### src/hdl/sbs_pkg.sv
package sbs_pkg;

  // Register map of the special-function space reached by the core.
  localparam logic [7:0] SBS_ADDR_DATA = 8'hf7;
  localparam logic [7:0] SBS_ADDR_CTRL = 8'hf8;
  localparam logic [7:0] SBS_DATA_RST = 8'h00;
  localparam logic [7:0] SBS_CTRL_RST = 8'h00;

  // Control register field positions.
  localparam int SBS_B_RATE_LO = 0;
  localparam int SBS_B_RATE_HI = 1;
  localparam int SBS_B_CPHA = 2;
  localparam int SBS_B_CPOL = 3;
  localparam int SBS_B_MASTER = 4;
  localparam int SBS_B_PORT_EN = 5;
  localparam int SBS_B_IRQ_EN = 6;
  localparam int SBS_B_DONE = 7;

  // Bits per byte exchange.
  localparam logic [3:0] SBS_BITS = 4'h8;

  // Register access request from the core.
  typedef struct packed {
    logic wr;
    logic rd;
    logic [7:0] addr;
    logic [7:0] wdata;
  } sbs_req_t;

  // Master engine states, Gray coded along the usual path.
  typedef enum logic [1:0] {
    SBS_IDLE = 2'b00,
    SBS_LEAD = 2'b01,
    SBS_TRAIL = 2'b11,
    SBS_DONE = 2'b10
  } sbs_state_t;

endpackage

### src/hdl/sbs_buf2.sv
// Two-entry valid/ready buffer holding received bytes until the data register takes them.
module sbs_buf2 #(
  parameter int WIDTH = 8
) (
  input wire logic clk_sys,
  input wire logic rst_n,
  input wire logic in_valid,
  output logic in_ready,
  input wire logic [WIDTH-1:0] in_data,
  output logic out_valid,
  input wire logic out_ready,
  output logic [WIDTH-1:0] out_data
);

  initial begin
    if (WIDTH < 1) $error("sbs_buf2: WIDTH must be positive");
  end

  logic [WIDTH-1:0] mem_q [2];
  logic wp_q, rp_q;
  logic [1:0] cnt_q;
  wire push = in_valid && in_ready;
  wire pop = out_valid && out_ready;

  // Full and empty follow the occupancy count.
  assign in_ready = (cnt_q != 2'd2);
  assign out_valid = (cnt_q != 2'd0);
  assign out_data = mem_q[rp_q];

  // Pointers and count advance on accepted handshakes only.
  always_ff @(posedge clk_sys or negedge rst_n) begin
    if (!rst_n) begin
      wp_q <= 1'b0;
      rp_q <= 1'b0;
      cnt_q <= 2'd0;
    end else begin
      if (push) wp_q <= ~wp_q;
      if (pop) rp_q <= ~rp_q;
      cnt_q <= cnt_q + {1'b0, push} - {1'b0, pop};
    end
  end

  // Storage has no reset; it is only read while valid.
  always_ff @(posedge clk_sys) begin
    if (push) mem_q[wp_q] <= in_data;
  end

endmodule

### src/hdl/sbs_top.sv
// Function
// RL1: Master and slave should use identical clock polarity and phase settings.
// RL2: Data register writes queue transmit byte, reads return received byte, resets zero.
// RL3: Master drives serial clock and emits exactly eight periods per data write.
// RL4: Master ignores its own slave-select pin; software selects slaves by GPIO.
// RL5: Master shifts byte out on MOSI and samples MISO once per period.
// RL6: After eighth master clock, latch received byte, set done flag, maybe interrupt.
// RL7: External master holds slave select low for the whole byte.
// RL8: Slave takes clock as input, drives MISO and captures MOSI per period.
// RL9: Slave byte end: eighth clock with phase set, select release with clear.
// RL10: Shared two-wire pins usable only when port disabled or relocated.
// RL11: Master-select set means master driving clock, cleared means slave.
// RL12: Master rate codes 00..11 give oscillator divided by 2, 4, 8, 16.
// RL13: Phase set launches on leading edge, phase clear on trailing edge.
// RL14: In slave mode the low rate bit reads the slave-select pin level.
// RL15: Bytes shift most significant bit first in both directions.
// RL16: Done flag stays set until software clears it or interrupt vectoring.
module sbs_top (
  input wire logic clk_sys,
  input wire logic rstn,
  input wire sbs_pkg::sbs_req_t req,
  output logic [7:0] rdata,
  input wire logic irq_ack,
  output logic irq,
  input wire logic relocate_pins,
  output logic two_wire_pins_free,
  input wire logic serial_clock_pin_in,
  output logic serial_clock_pin_out,
  output logic serial_clock_pin_oe,
  input wire logic mosi_in,
  output logic mosi_out,
  output logic mosi_oe,
  input wire logic miso_in,
  output logic miso_out,
  output logic miso_oe,
  input wire logic ss_n_in
);
  import sbs_pkg::*;

  logic rst_s1_q, rst_n;
  logic [1:0] sck_sync_q, mosi_sync_q, miso_sync_q, ss_sync_q;
  logic sck_d1_q, ss_d1_q;
  logic [7:0] data_q, ctrl_q, tx_q, rx_q;
  logic [3:0] bits_q;
  logic [3:0] div_q;
  logic sck_q, slv_busy_q, slv_last_q;
  logic [1:0] m_take_q;
  sbs_state_t st_q;

  // Reset is released through two flip-flops.
  always_ff @(posedge clk_sys or negedge rstn) begin
    if (!rstn) begin
      rst_s1_q <= 1'b0;
      rst_n <= 1'b0;
    end else begin
      rst_s1_q <= 1'b1;
      rst_n <= rst_s1_q;
    end
  end

  // Pin inputs pass two flip-flops; only the second stage is read.
  always_ff @(posedge clk_sys or negedge rst_n) begin
    if (!rst_n) begin
      sck_sync_q <= 2'b00;
      mosi_sync_q <= 2'b00;
      miso_sync_q <= 2'b00;
      ss_sync_q <= 2'b11;
      sck_d1_q <= 1'b0;
      ss_d1_q <= 1'b1;
    end else begin
      sck_sync_q <= {sck_sync_q[0], serial_clock_pin_in};
      mosi_sync_q <= {mosi_sync_q[0], mosi_in};
      miso_sync_q <= {miso_sync_q[0], miso_in};
      ss_sync_q <= {ss_sync_q[0], ss_n_in};
      sck_d1_q <= sck_sync_q[1];
      ss_d1_q <= ss_sync_q[1];
    end
  end

  // Control decode.
  wire en = ctrl_q[SBS_B_PORT_EN];
  wire master = ctrl_q[SBS_B_MASTER]; // RL11
  wire cpha = ctrl_q[SBS_B_CPHA];
  wire cpol = ctrl_q[SBS_B_CPOL];
  wire [1:0] rate = {ctrl_q[SBS_B_RATE_HI], ctrl_q[SBS_B_RATE_LO]};
  wire wr_data = req.wr && req.addr == SBS_ADDR_DATA;
  wire wr_ctrl = req.wr && req.addr == SBS_ADDR_CTRL;
  // Half period in clocks: 1, 2, 4, 8 so the full period is 2, 4, 8, 16.
  wire [3:0] half = 4'h1 << rate; // RL12
  wire div_hit = (div_q == half - 4'h1);

  // Slave edge detection on the synchronised clock, gated by select.
  wire ss_act = !ss_sync_q[1];
  wire sck_r = sck_sync_q[1] && !sck_d1_q;
  wire sck_f = !sck_sync_q[1] && sck_d1_q;
  wire lead = cpol ? sck_f : sck_r;
  wire trail = cpol ? sck_r : sck_f;
  wire slv_on = en && !master && ss_act; // RL8
  wire slv_sample = slv_on && (cpha ? trail : lead); // RL13
  wire slv_shift = slv_on && (cpha ? lead : trail)
                   && (cpha ? bits_q != 4'h0 : bits_q != SBS_BITS); // RL13
  wire ss_rise = ss_sync_q[1] && !ss_d1_q;
  // Byte end: the clock after the eighth sample with phase set, so the last bit is
  // already in the shift register; select release with phase clear.
  wire slv_last = slv_sample && cpha && bits_q == 4'h7;
  wire slv_end = en && !master && (cpha ? slv_last_q : (ss_rise && bits_q == SBS_BITS)); // RL9

  // Master timing: leading edge samples or launches depending on phase.
  wire m_edge = en && master && (st_q == SBS_LEAD || st_q == SBS_TRAIL) && div_hit;
  wire m_sample = m_edge && (st_q == (cpha ? SBS_TRAIL : SBS_LEAD)); // RL5 RL13
  // With phase set the first bit stands before the first launch edge, so that launch does not shift it away.
  wire m_shift = m_edge && (st_q == (cpha ? SBS_LEAD : SBS_TRAIL))
                 && (cpha ? bits_q != 4'h0 : bits_q != SBS_BITS); // RL13
  // Last period: the eighth sample is taken now (phase set) or was taken already.
  wire m_last = (bits_q == (cpha ? SBS_BITS - 4'h1 : SBS_BITS)); // RL3
  // Completion waits until the delayed sample pipeline has emptied.
  wire m_end = en && master && st_q == SBS_DONE && m_take_q == 2'b00; // RL6
  wire rx_bit = master ? miso_sync_q[1] : mosi_sync_q[1];
  wire byte_end = m_end || slv_end;

  // Received bytes pass through a two-entry buffer into the data register.
  wire rxb_out_valid;
  wire [7:0] rxb_out_data;
  wire rxb_in_ready;
  sbs_buf2 #(.WIDTH(8)) u_rxbuf (
    .clk_sys(clk_sys),
    .rst_n(rst_n),
    .in_valid(byte_end),
    .in_ready(rxb_in_ready),
    .in_data(rx_q),
    .out_valid(rxb_out_valid),
    .out_ready(!wr_data),
    .out_data(rxb_out_data)
  );

  // Master engine: idle, clock phases per bit, then completion.
  always_ff @(posedge clk_sys or negedge rst_n) begin
    if (!rst_n) begin
      st_q <= SBS_IDLE;
      div_q <= 4'h0;
      sck_q <= 1'b0;
      m_take_q <= 2'b00;
    end else if (!(en && master)) begin
      st_q <= SBS_IDLE;
      div_q <= 4'h0;
      sck_q <= 1'b0;
      m_take_q <= 2'b00;
    end else begin
      div_q <= (st_q == SBS_IDLE || div_hit) ? 4'h0 : div_q + 4'h1;
      m_take_q <= {m_take_q[0], m_sample}; // RL5
      case (st_q)
        SBS_IDLE: if (wr_data && rxb_in_ready) st_q <= SBS_LEAD; // RL3
        SBS_LEAD: if (div_hit) begin
          st_q <= SBS_TRAIL;
          sck_q <= 1'b1;
        end
        SBS_TRAIL: if (div_hit) begin
          sck_q <= 1'b0;
          st_q <= m_last ? SBS_DONE : SBS_LEAD; // RL3
        end
        SBS_DONE: if (m_take_q == 2'b00) st_q <= SBS_IDLE;
        default: st_q <= SBS_IDLE;
      endcase
    end
  end

  // Shift registers, MSB first; bit count counts samples.
  always_ff @(posedge clk_sys or negedge rst_n) begin
    if (!rst_n) begin
      tx_q <= SBS_DATA_RST;
      rx_q <= SBS_DATA_RST;
      bits_q <= 4'h0;
      slv_busy_q <= 1'b0;
      slv_last_q <= 1'b0;
    end else begin
      slv_last_q <= slv_last;
      if (wr_data) begin
        tx_q <= req.wdata; // RL2
        if (!slv_busy_q && st_q == SBS_IDLE) bits_q <= 4'h0;
      end else if (m_sample || slv_sample) begin
        bits_q <= bits_q + 4'h1;
      end
      // Master bits enter two clocks after their edge, once the pin synchroniser has them.
      if (m_take_q[1] || slv_sample) rx_q <= {rx_q[6:0], rx_bit}; // RL5 RL15
      if (m_shift || slv_shift) tx_q <= {tx_q[6:0], 1'b0}; // RL15
      if (slv_on) slv_busy_q <= 1'b1;
      if (byte_end || ss_rise || master) begin
        slv_busy_q <= 1'b0;
        if (slv_end || (ss_rise && !master)) bits_q <= 4'h0; // RL4
      end
    end
  end

  // Data and control registers; done flag set wins over its clears.
  always_ff @(posedge clk_sys or negedge rst_n) begin
    if (!rst_n) begin
      data_q <= SBS_DATA_RST; // RL2
      ctrl_q <= SBS_CTRL_RST;
    end else begin
      if (wr_data) data_q <= req.wdata;
      else if (rxb_out_valid) data_q <= rxb_out_data; // RL6 RL9
      if (wr_ctrl) ctrl_q <= req.wdata;
      if (irq_ack) ctrl_q[SBS_B_DONE] <= 1'b0; // RL16
      if (byte_end) ctrl_q[SBS_B_DONE] <= 1'b1; // RL6 RL9
    end
  end

  // Read mux: slave mode shows select level in low rate bit.
  wire [7:0] ctrl_rd = (!master) ? {ctrl_q[7:1], ss_sync_q[1]} : ctrl_q; // RL14
  always_ff @(posedge clk_sys or negedge rst_n) begin
    if (!rst_n) rdata <= 8'h00;
    else if (req.rd) rdata <= (req.addr == SBS_ADDR_DATA) ? data_q :
                             (req.addr == SBS_ADDR_CTRL) ? ctrl_rd : 8'h00;
  end

  // Pin drive; own select is ignored in master mode.
  assign irq = ctrl_q[SBS_B_DONE] && ctrl_q[SBS_B_IRQ_EN]; // RL6
  assign serial_clock_pin_out = sck_q ^ cpol; // RL1
  assign serial_clock_pin_oe = en && master; // RL3 RL4
  assign mosi_out = tx_q[7];
  assign mosi_oe = en && master; // RL5
  assign miso_out = tx_q[7];
  assign miso_oe = en && !master && ss_act; // RL8
  assign two_wire_pins_free = !en || relocate_pins; // RL10

  property p_rl3_oe;
    @(posedge clk_sys) disable iff (!rst_n)
      m_end |-> serial_clock_pin_oe && bits_q == SBS_BITS;
  endproperty
  a_rl3_oe: assert property (p_rl3_oe) else $error("master burst not eight periods"); // RL3

  property p_rl6_done;
    @(posedge clk_sys) disable iff (!rst_n)
      m_end |=> ctrl_q[SBS_B_DONE];
  endproperty
  a_rl6_done: assert property (p_rl6_done) else $error("done flag not set"); // RL6

  property p_rl9_done;
    @(posedge clk_sys) disable iff (!rst_n)
      slv_end |=> ctrl_q[SBS_B_DONE];
  endproperty
  a_rl9_done: assert property (p_rl9_done) else $error("slave done not set"); // RL9

  property p_rl8_miso;
    @(posedge clk_sys) disable iff (!rst_n)
      (master || !en) |-> !miso_oe;
  endproperty
  a_rl8_miso: assert property (p_rl8_miso) else $error("miso driven out of slave"); // RL8

  property p_rl10_pins;
    @(posedge clk_sys) disable iff (!rst_n)
      (en && !relocate_pins) |-> !two_wire_pins_free;
  endproperty
  a_rl10_pins: assert property (p_rl10_pins) else $error("shared pins released"); // RL10

  property p_rl16_hold;
    @(posedge clk_sys) disable iff (!rst_n)
      (ctrl_q[SBS_B_DONE] && !irq_ack && !wr_ctrl) |=> ctrl_q[SBS_B_DONE];
  endproperty
  a_rl16_hold: assert property (p_rl16_hold) else $error("done flag dropped"); // RL16

  property p_rl12_div;
    @(posedge clk_sys) disable iff (!rst_n)
      (st_q == SBS_LEAD && $past(st_q) == SBS_IDLE && rate == 2'b11)
        |-> (st_q == SBS_LEAD) [*8];
  endproperty
  a_rl12_div: assert property (p_rl12_div) else $error("half period wrong"); // RL12

  property p_rl2_wr;
    @(posedge clk_sys) disable iff (!rst_n)
      wr_data |=> data_q == $past(req.wdata);
  endproperty
  a_rl2_wr: assert property (p_rl2_wr) else $error("data write lost"); // RL2

endmodule

### config.mk
export PLATFORM = sky130hd
export DESIGN_NAME = sbs_top
export DESIGN_NICKNAME = d
export VERILOG_FILES = /design/src/hdl/sbs_pkg.sv /design/src/hdl/sbs_buf2.sv /design/src/hdl/sbs_top.sv
export SDC_FILE = /design/constraint.sdc
export NUM_CORES = 1
export LEC_CHECK = 0
export ABC_AREA = 1
export ABC_CLOCK_PERIOD_IN_PS = 2700
export BUFFER_PORTS_ARGS = -buffer_cell sky130_fd_sc_hd__buf_2
export CORE_MARGIN = 1.5
export CORE_UTILIZATION = 58
export DETAILED_ROUTE_END_ITERATION = 12
export GPL_TIMING_DRIVEN = 0
export PLACE_DENSITY = 0.88
export SETUP_SLACK_MARGIN = 0.3
export SYNTH_ARGS = -nofsm -noshare
export SYNTH_HDL_FRONTEND = slang
export SYNTH_SLANG_ARGS = --single-unit
export TNS_END_PERCENT = 100
### constraint.sdc
create_clock -name clk_sys -period 2.7 [get_ports clk_sys]
set_input_delay 0 -clock clk_sys [delete_from_list [all_inputs] [get_ports clk_sys]]
set_output_delay 0 -clock clk_sys [all_outputs]
set_load 0.02 [all_outputs]
==> results.yml, run 1 <==
timing:
  post-route-period-util: 0.823
  tightest_slew_ps: 876
  setup_viol: 0
  rsz0062_at_grt: "false"
  whs_ps: 19.9
  min_period_ps: 2220
  finalHoldViolations: 0
  final.setup_skew_ps: 13.3
  slew_headroom: 0.416
  drv_slew: 0
  fmax_mhz: 450
synth:
  syn_area_per_cell_um2: 9.05
  synthesis.area_mm2: 0.00407
  syn_inst: 449
  syn_nets: 480
  ys_warn_count: 0
  yosysSeqAreaShare: 0.556
  synth-seq-cells: 87
  synth.distinct_cells: 48
detailed_routing:
  met3_length_um: 610
  routed_via_density: 5.38
  drt-pass1-iter-count: 5
  antenna_left: 0
  routed_wl_um: 8980
  drc: 0
  wl_met1_um: 3570
  wl_met2_um: 4530
  dr.first_iter.drc_count: 292
  wire_per_inst_um: 14.5
  dr.max_layer_used: "met4"
  vias: 3335
power:
  peakVddDrop_mv: 0.568
  p_int_mw: 2.60
  p_per_area_mw_per_mm2: 859
  p_leak_nw: 2.32
  p_seq_frac: 0.472
  p_sw_frac: 0.365
  p_sw_mw: 1.49
  combPwrFrac: 0.313
  pwr-share-clk: 0.215
  total_power_mw: 4.10
setup_path:
  crit_chain: "inv_1, ha_1, nand2_1, nor2_1, nand2_1, nand2_1, nand3_1, o21ai_2, nand2_1, nor2_2"
  crit_top_cell: "nand2_1"
  path_depth: 10
  worst_r2r_path_depth: 10
  cp-end-kind: "register"
  required_ps: 2710
  cpMaxStageDelayCell: "dfrtp_1"
  start_kind: "register"
  cp_num_buf_inv: 1
  crit_arrival_ps: 2230
  critical_path_class: "reg -> reg"
  crit_family: "simple AND/OR/NAND/NOR gates"
  critPathMaxFanout: 9
  slowest_delay_ps: 410
run_status:
  status: "finished, final reports clean"
cts:
  cts_tree: "built"
  postCtsSetupRepairBufs: 0
  root_buffer: "clkbuf_8"
  cts.path.max_buffers: 2
  cts_buffers: 9
  clk_latency_ps: 360
  clkSinkCount: 87
  cts_max_level: 3
  cts.clk_slew.worst_paths_ps: 90
min_path:
  holdCritPathClass: "in -> reg"
  hold_depth: 4
placement:
  dpl.hpwl_um: 6230
  dpl_cell_area_mm2: 0.00439
  gp_congestion: 0.955
  io_buffers: 41
cells_and_area:
  area_delta_synth_final_pct: 17.3
  nets: 550
  layout_common_cells: "nand2_1 (121), dfrtp_1 (67), inv_1 (56)"
  num_antenna_cells: 0
  final_common_cell: "nand2_1"
  drive_gt1_frac: 0.177
  final_area_mm2: 0.00477
die:
  dieArea_mm2: 0.00752
  design.core.area_mm2: 0.00679
  initial_core_util: 0.598
  die_h_um: 86.7
  die_x_um: 86.7
  row_count: 30
  io_pins: 42
global_route:
  grt_max_degree: 70
  gr-total-overflow: 0
  grt_pass1_wl_um: 14600
  antenna_found_initial: 0
  grt_usage: 0.259
  grt_pass1_vias: 3235
job:
  max_cap_violations: 0
-- stage by stage --
stage	setup TNS (ps)	utilization	setup slack (ps)	instances
after floorplan	0	-	582	449
after global routing	0	0.702	360	620
after CTS	0	0.701	363	620
after detailed placement	0	0.647	383	586
after global placement	-6090	0.646	-97.7	586
final	0	0.702	478	620
-- worst paths after layout --
kind,slack (ps),startpoint,endpoint
worst max-delay path,480,bits_q[0],u_rxbuf.mem_q[1][7]
worst min-delay path,20,req[10],rdata[1]
worst max register to register,480,bits_q[0],u_rxbuf.mem_q[1][7]
worst min register to register,350,miso_sync_q[0],miso_sync_q[1]
max in group asynchronous,1670,rst_n,rdata[4]
min in group asynchronous,430,rst_n,slv_last_q
-- per-layer routing --
metal	vias to the layer above	GRT usage
li1	1580	-
met1	1578	0.304
met2	146	0.447
met3	31	0.0629
met4	0	0.125
met5	-	0
-- state kept, by name (all words and copies together) (netlist names) --
signal,flops
rst_n,1
slv_busy_q,1
u_rxbuf.cnt_q,2
sck_d1_q,1
slv_last_q,1
mosi_sync_q,2
rst_s1_q,1
ctrl_q,8
sck_q,1
div_q,4
data_q,8
sck_sync_q,2
tx_q,8
ss_d1_q,1
bits_q,4
rx_q,8
ss_sync_q,2
miso_sync_q,2
st_q,2
u_rxbuf.wp_q,1
u_rxbuf.rp_q,1
u_rxbuf.mem_q,16
m_take_q,2
rdata,8
-- power groups by stage --
stage	clock (mW)	sequential [mW]	combinational (mW)
5_1_grt	0.953	1.97	1.45
3_3_place_gp	0	1.92	1.18
6_report	0.882	1.93	1.28
2_1_floorplan	0	1.90	0.956
4_1_cts	0.890	1.92	1.27
3_5_place_dp	0	1.95	1.24
-- cell usage after synthesis, drive strengths merged --
cell	count	area (µm²)
o21ai	22	114
dfstp	3	78.8
or2	2	12.5
nand2	128	508
nand4	3	33.8
mux2i	1	10.0
a21oi	9	48.8
o311ai	2	17.5
o21a	1	7.51
nor3	2	21.3
edfxtp	16	480
inv	59	224
xnor2	4	35.0
o221ai	1	8.76
nand3b	1	7.51
o22ai	2	12.5
o211ai	6	45.0
dfrtp	68	1700
xor2	3	26.3
a211oi	1	7.51
nand3	36	215
a31oi	9	56.3
buf	6	48.8
conb	1	3.75
ha	5	62.6
clkbuf	3	11.3
nor4	1	21.3
nor2	50	224
clkinv	4	21.3
-- worst min-delay path: cells and delay by family --
| kind | cells | cell delay, ps |
|---|---|---|
| simple gates | 2 | 120 |
| buf+inv | 1 | 110 |
| compound gates | 1 | 130 |
-- what timing repair did --
item | 4_1_cts | 5_1_grt
hold endpoints to repair | 26 | 0
setup endpoints to repair | 0 | 16
hold buffers | 18 | 0
resized for setup | 0 | 2
-- logic make-up after synthesis --
group                    after synthesis  synth area share
XOR/XNOR                               7            0.0151
multiplexers                           1           0.00246
AO/OA/AOI/OAI                         53            0.0782
other                                  1          0.000922
flip-flops                            87             0.556
adder cells (fa/ha/maj)                5            0.0154
buffers and inverters                 72            0.0751
AND/OR/NAND/NOR                      223             0.257
-- layout make-up --
class	count	area, µm²
Buffer	9	60.1
Fill cell	492	2020
Multi-Input combinational cell	290	1500
Clock inverter	5	58.8
Sequential cell	87	2260
Clock buffer	11	131
Tap cell	96	120
Timing Repair Buffer	59	385
Inverter	63	245
No activity file was read; power rests on OpenSTA's default activity.
==> inputs of run 2 (changes only) <==
--- a/config.mk
+++ b/config.mk
@@ -6,13 +6,13 @@
 export NUM_CORES = 1
 export LEC_CHECK = 0
 export ABC_AREA = 1
-export ABC_CLOCK_PERIOD_IN_PS = 2700
+export ABC_CLOCK_PERIOD_IN_PS = 1800
 export BUFFER_PORTS_ARGS = -buffer_cell sky130_fd_sc_hd__buf_2
 export CORE_MARGIN = 1.5
-export CORE_UTILIZATION = 58
+export CORE_UTILIZATION = 53
 export DETAILED_ROUTE_END_ITERATION = 12
 export GPL_TIMING_DRIVEN = 0
-export PLACE_DENSITY = 0.88
+export PLACE_DENSITY = 0.85
 export SETUP_SLACK_MARGIN = 0.3
 export SYNTH_ARGS = -nofsm -noshare
 export SYNTH_HDL_FRONTEND = slang
==> constraint.sdc (replaced) <==
create_clock -name clk_sys -period 1.8 [get_ports clk_sys]
set_input_delay 0 -clock clk_sys [delete_from_list [all_inputs] [get_ports clk_sys]]
set_output_delay 0 -clock clk_sys [all_outputs]
set_load 0.02 [all_outputs]
==> results.yml, run 2 (synthesis gave the netlist of run 1 again) <==
timing:
  tightest_slew_ps: 883
  post-route-period-util: 1.07
  drv_slew: 0
  finalHoldViolations: 0
  rsz0062_at_grt: "true"
  final.setup_skew_ps: 15.6
  fmax_mhz: 522
  min_period_ps: 1920
  slew_headroom: 0.411
  worst_slack_ps: -117
  final.setup.tns_ps: -2030
  setup_viol: 21
die:
  die_h_um: 90.6
  io_pins: 42
  initial_core_util: 0.555
  die_x_um: 90.6
  row_count: 31
  dieArea_mm2: 0.00820
  design.core.area_mm2: 0.00733
global_route:
  grt_pass1_vias: 3434
  grt_pass1_wl_um: 15600
  antenna_found_initial: 0
  grt-busiest-layer: "met2"
  gr-usage-met3: 0.0328
  grtUsageMet1: 0.278
  gr-total-overflow: 0
  use_met2: 0.422
  grt_usage: 0.244
  grt_max_degree: 70
cts:
  clkSinkCount: 87
  cts_max_level: 3
  cts_tree: "built"
  cts.path.max_buffers: 2
  root_buffer: "clkbuf_8"
  cts_buffers: 9
  cts.clk_slew.worst_paths_ps: 90
  clk_latency_ps: 380
setup_path:
  cp-end-kind: "register"
  critical_path_class: "reg -> reg"
  crit_arrival_ps: 2220
  critPathMaxFanout: 4
  slowest_delay_ps: 560
  crit_chain: "inv_2, or2_1, inv_2, nand2_1, nand2_1, nand3_2, o21ai_4, nand2_4, buf_4, inv_4, ha_4, xnor2_2"
  required_ps: 2100
  start_kind: "register"
  cpMaxStageDelayCell: "dfstp_2"
detailed_routing:
  routed_via_density: 5.59
  antenna_left: 0
  vias: 3607
  drc: 0
  wire_per_inst_um: 16.7
  routed_wl_um: 10700
  dr.first_iter.drc_count: 353
  drt-pass1-iter-count: 6
cells_and_area:
  layout_common_cells: "nand2_1 (110), dfrtp_1 (64), inv_1 (49)"
  largest-register: "u_rxbuf.mem_q"
  area_delta_synth_final_pct: 27.9
  num_antenna_cells: 0
  drive_gt1_frac: 0.288
  final_common_cell: "nand2_1"
  nets: 572
  largest_reg_flops: 16
placement:
  gp_congestion: 0.924
  dpl.hpwl_um: 6230
  io_buffers: 41
  place_ws_ps: -181
power:
  p_leak_nw: 2.49
  peakVddDrop_mv: 0.854
  p_per_area_mw_per_mm2: 1320
run_status:
  violations: "setup timing"
  status: "finished with violations"
min_path:
  holdCritPathClass: "in -> reg"
job:
  max_cap_violations: 0
[run 2: worst paths after layout]
kind	start	to	slack [ps]	depth (start not counted)
min reg2reg	miso_sync_q[0]	miso_sync_q[1]	350	0
min in group asynchronous	rst_n	bits_q[1]	440	0
max	ss_sync_q[1]	u_rxbuf.cnt_q[1]	-120	12
min	req[10]	rdata[6]	20	4
max reg2reg	ss_sync_q[1]	u_rxbuf.cnt_q[1]	-120	12
max in group asynchronous	rst_n	ctrl_q[4]	730	0
[run 2: cell type report]
class / count / area, µm²
clock buffer: 11 / 163
sequential: 87 / 2270
clock inverter: 5 / 61.3
tap: 99 / 124
fill: 483 / 2130
timing repair buffer: 80 / 576
buffer: 9 / 60.1
inverter: 63 / 250
multi-input combinational: 291 / 1700
[run 2: worst max-delay path, delay by kind of cell, from the launching register on]
kind                       cells  cell delay (ps)
adders and majority gates      1              140
and+or+nand+nor                5              610
DFF                            1              560
buffers and inverters          4              320
xor gates and xnor gates       1              110
AOI/OAI and AO/OA              1              100
[run 2: power breakdown]
| group | switching [mW] | leakage, nW | total (mW) | internal [mW] |
|---|---|---|---|---|
| registers | 0.365 | 0.990 | 2.90 | 2.54 |
| clock network | 0.730 | 0.112 | 1.50 | 0.771 |
| logic | 1.52 | 1.38 | 2.47 | 0.955 |
| total | 2.61 | 2.49 | 6.88 | 4.26 |
[run 2: timing repair]
action | in CTS | in global routing
setup endpoints to repair | 43 | 51
gates resized for setup | 21 | 38
cloned | 1 | 1
hold buffers | 18 | 0
hold endpoints to repair | 28 | 0
setup buffers | 9 | 11
pin swaps | 9 | 8
[run 2: metrics by stage]
stage / std cells / hold slack, ps / total power [mW] / instance area [µm²] / util
final: 645 / 16.0 / 6.88 / 5200 / 0.709
after global routing: 645 / 45.7 / 7.26 / 5200 / 0.709
after CTS: 633 / 10.9 / 6.47 / 4980 / 0.679
after detailed placement: 589 / -214 / 4.83 / 4430 / 0.604
after global placement: 589 / -215 / 4.69 / 4420 / 0.604
after floorplan: 449 / -296 / 4.32 / 4100 / -
[run 2: routing by layer]
metal / vias to the layer above / part of all wire
met1: 1732 / 0.37
met3: 59 / 0.056
met2: 179 / 0.51
li1: 1637 / -
met5: - / 0
met4: 0 / 0.060
==> inputs of run 3 (changes only) <==
--- a/config.mk
+++ b/config.mk
@@ -12,6 +12,7 @@
 export CORE_UTILIZATION = 53
 export DETAILED_ROUTE_END_ITERATION = 12
 export GPL_TIMING_DRIVEN = 0
+export HOLD_SLACK_MARGIN = 0.12
 export PLACE_DENSITY = 0.85
 export SETUP_SLACK_MARGIN = 0.3
 export SYNTH_ARGS = -nofsm -noshare
==> results.yml, run 3 (synthesis gave the netlist of run 1 again) <==
run_status:
  status: "finished with violations"
  violations: "setup timing"
detailed_routing:
  dr.first_iter.drc_count: 522
  routed_via_density: 5.67
  drt-pass1-iter-count: 5
  antenna_left: 0
  drc: 0
  wire_per_inst_um: 17.8
  routed_wl_um: 11800
  vias: 3764
global_route:
  grt_pass1_wl_um: 16600
  use_met2: 0.453
  grt-busiest-layer: "met2"
  grt_max_degree: 70
  gr-usage-met3: 0.0328
  grt_usage: 0.260
  antenna_found_initial: 0
  gr-total-overflow: 0
  grt_pass1_vias: 3587
  grtUsageMet1: 0.294
cells_and_area:
  largest_reg_flops: 16
  post-route-util: 0.732
  layout_common_cells: "nand2_1 (110), dfrtp_1 (64), inv_1 (49)"
  nets: 591
  layoutNonFillerInstCount: 664
  largest-register: "u_rxbuf.mem_q"
  area_delta_synth_final_pct: 32.0
  drive_gt1_frac: 0.285
  final_common_cell: "nand2_1"
  fillers: 455
  num_antenna_cells: 0
die:
  initial_core_util: 0.555
  design.core.area_mm2: 0.00733
  io_pins: 42
  die_h_um: 90.6
  dieArea_mm2: 0.00820
  row_count: 31
  die_x_um: 90.6
timing:
  final.setup.tns_ps: -1530
  worst_slack_ps: -106
  slew_headroom: 0.418
  tightest_slew_ps: 873
  setup_viol: 21
  finalHoldViolations: 0
  rsz0062_at_grt: "true"
  final.setup_skew_ps: 15.5
  post-route-period-util: 1.06
  min_period_ps: 1910
  drv_slew: 0
  fmax_mhz: 525
  whs_ps: 113
setup_path:
  worst-r2r-setup-slack_ps: -110
  worst_r2r_path_depth: 9
  crit_family: "simple AND/OR/NAND/NOR gates"
  crit_path_start: "ss_sync_q[1]"
  crit_chain: "inv_2, or2_1, inv_2, nand2_1, nand2_1, nand3_2, o21ai_4, nand2_4, nor2_2"
  cp-end-kind: "register"
  cp_num_buf_inv: 2
  critical_path_class: "reg -> reg"
  path_depth: 9
  r2r-end: "u_rxbuf.mem_q[1][5]"
  crit_arrival_ps: 1960
  critPathMaxFanout: 4
  cpMaxStageDelayCell: "dfstp_2"
  worstSetupEndpoint: "u_rxbuf.mem_q[1][5]"
  start_kind: "register"
  rr_startpoint: "ss_sync_q[1]"
  required_ps: 1860
  slowest_delay_ps: 550
cts:
  cts.clk_slew.worst_paths_ps: 80
  root_buffer: "clkbuf_8"
  clk_latency_ps: 380
  cts_tree: "built"
  cts_max_level: 3
  clkSinkCount: 87
  cts_buffers: 9
  cts.path.max_buffers: 2
power:
  p_leak_nw: 2.56
  total_power_mw: 6.98
  peakVddDrop_mv: 0.842
  p_per_area_mw_per_mm2: 1300
placement:
  dpl.hpwl_um: 6230
  io_buffers: 41
  placed_cells: 589
  gp_congestion: 0.924
min_path:
  hold_depth: 5
  holdCritPathClass: "in -> reg"
job:
  max_cap_violations: 0
==> run 3: worst register-to-register path, cell delays in order, from the launching register on <==
cell and delay [ps]:
dfstp_2 550, inv_2 30, or2_1 240, inv_2 80, nand2_1 50, nand2_1 90
nand3_2 110, o21ai_4 110, nand2_4 110, nor2_2 240
==> run 3: where the power goes <==
part	internal [mW]	leakage, nW	switching (mW)
sequential	2.54	0.990	0.383
clock	0.772	0.112	0.753
combinational	0.972	1.46	1.56
==> run 3: per-stage QoR <==
step	cell area [µm²]	setup slack, ps
final	5370	-106
after global routing	5370	-166
after CTS	5130	-28.5
after detailed placement	4430	-181
after global placement	4420	-113
after floorplan	4100	32.2
==> run 3: final cells by class <==
type                    count  area, µm²  share of cell area
repair buffers             99        753               0.140
clock buffers              11        163              0.0303
flip-flops and latches     87       2270               0.423
well taps                  99        124              0.0231
clock inverters             5       61.3              0.0114
inverters                  63        250              0.0466
plain buffers               9       60.1              0.0112
multi-input cells         291       1690               0.314
==> run 3: layer usage <==
metal  share of wire  up-vias  wire length (µm)
met5               0        -                 0
met2            0.51      244              6020
met1            0.35     1774              4180
met3           0.073       83               869
met4           0.064        0               757
li1                -     1663                 -
==> run 3: worst min-delay path by stage <==
| stage | startpoint | to |
|---|---|---|
| floorplan | rstn | rst_n |
| global placement | rstn | rst_s1_q |
| detailed placement | rstn | rst_s1_q |
| CTS | req[9] | rdata[3] |
| global route | req[10] | rdata[3] |
| finish | req[9] | rdata[4] |
==> run 3: repair_timing <==
action | CTS | global route
cloned | 1 | 1
hold buffers | 33 | 0
buffers inserted | 9 | 16
resized for setup | 21 | 39
setup endpoints to repair | 43 | 58
pin swaps | 9 | 8
hold endpoints to repair | 38 | 0
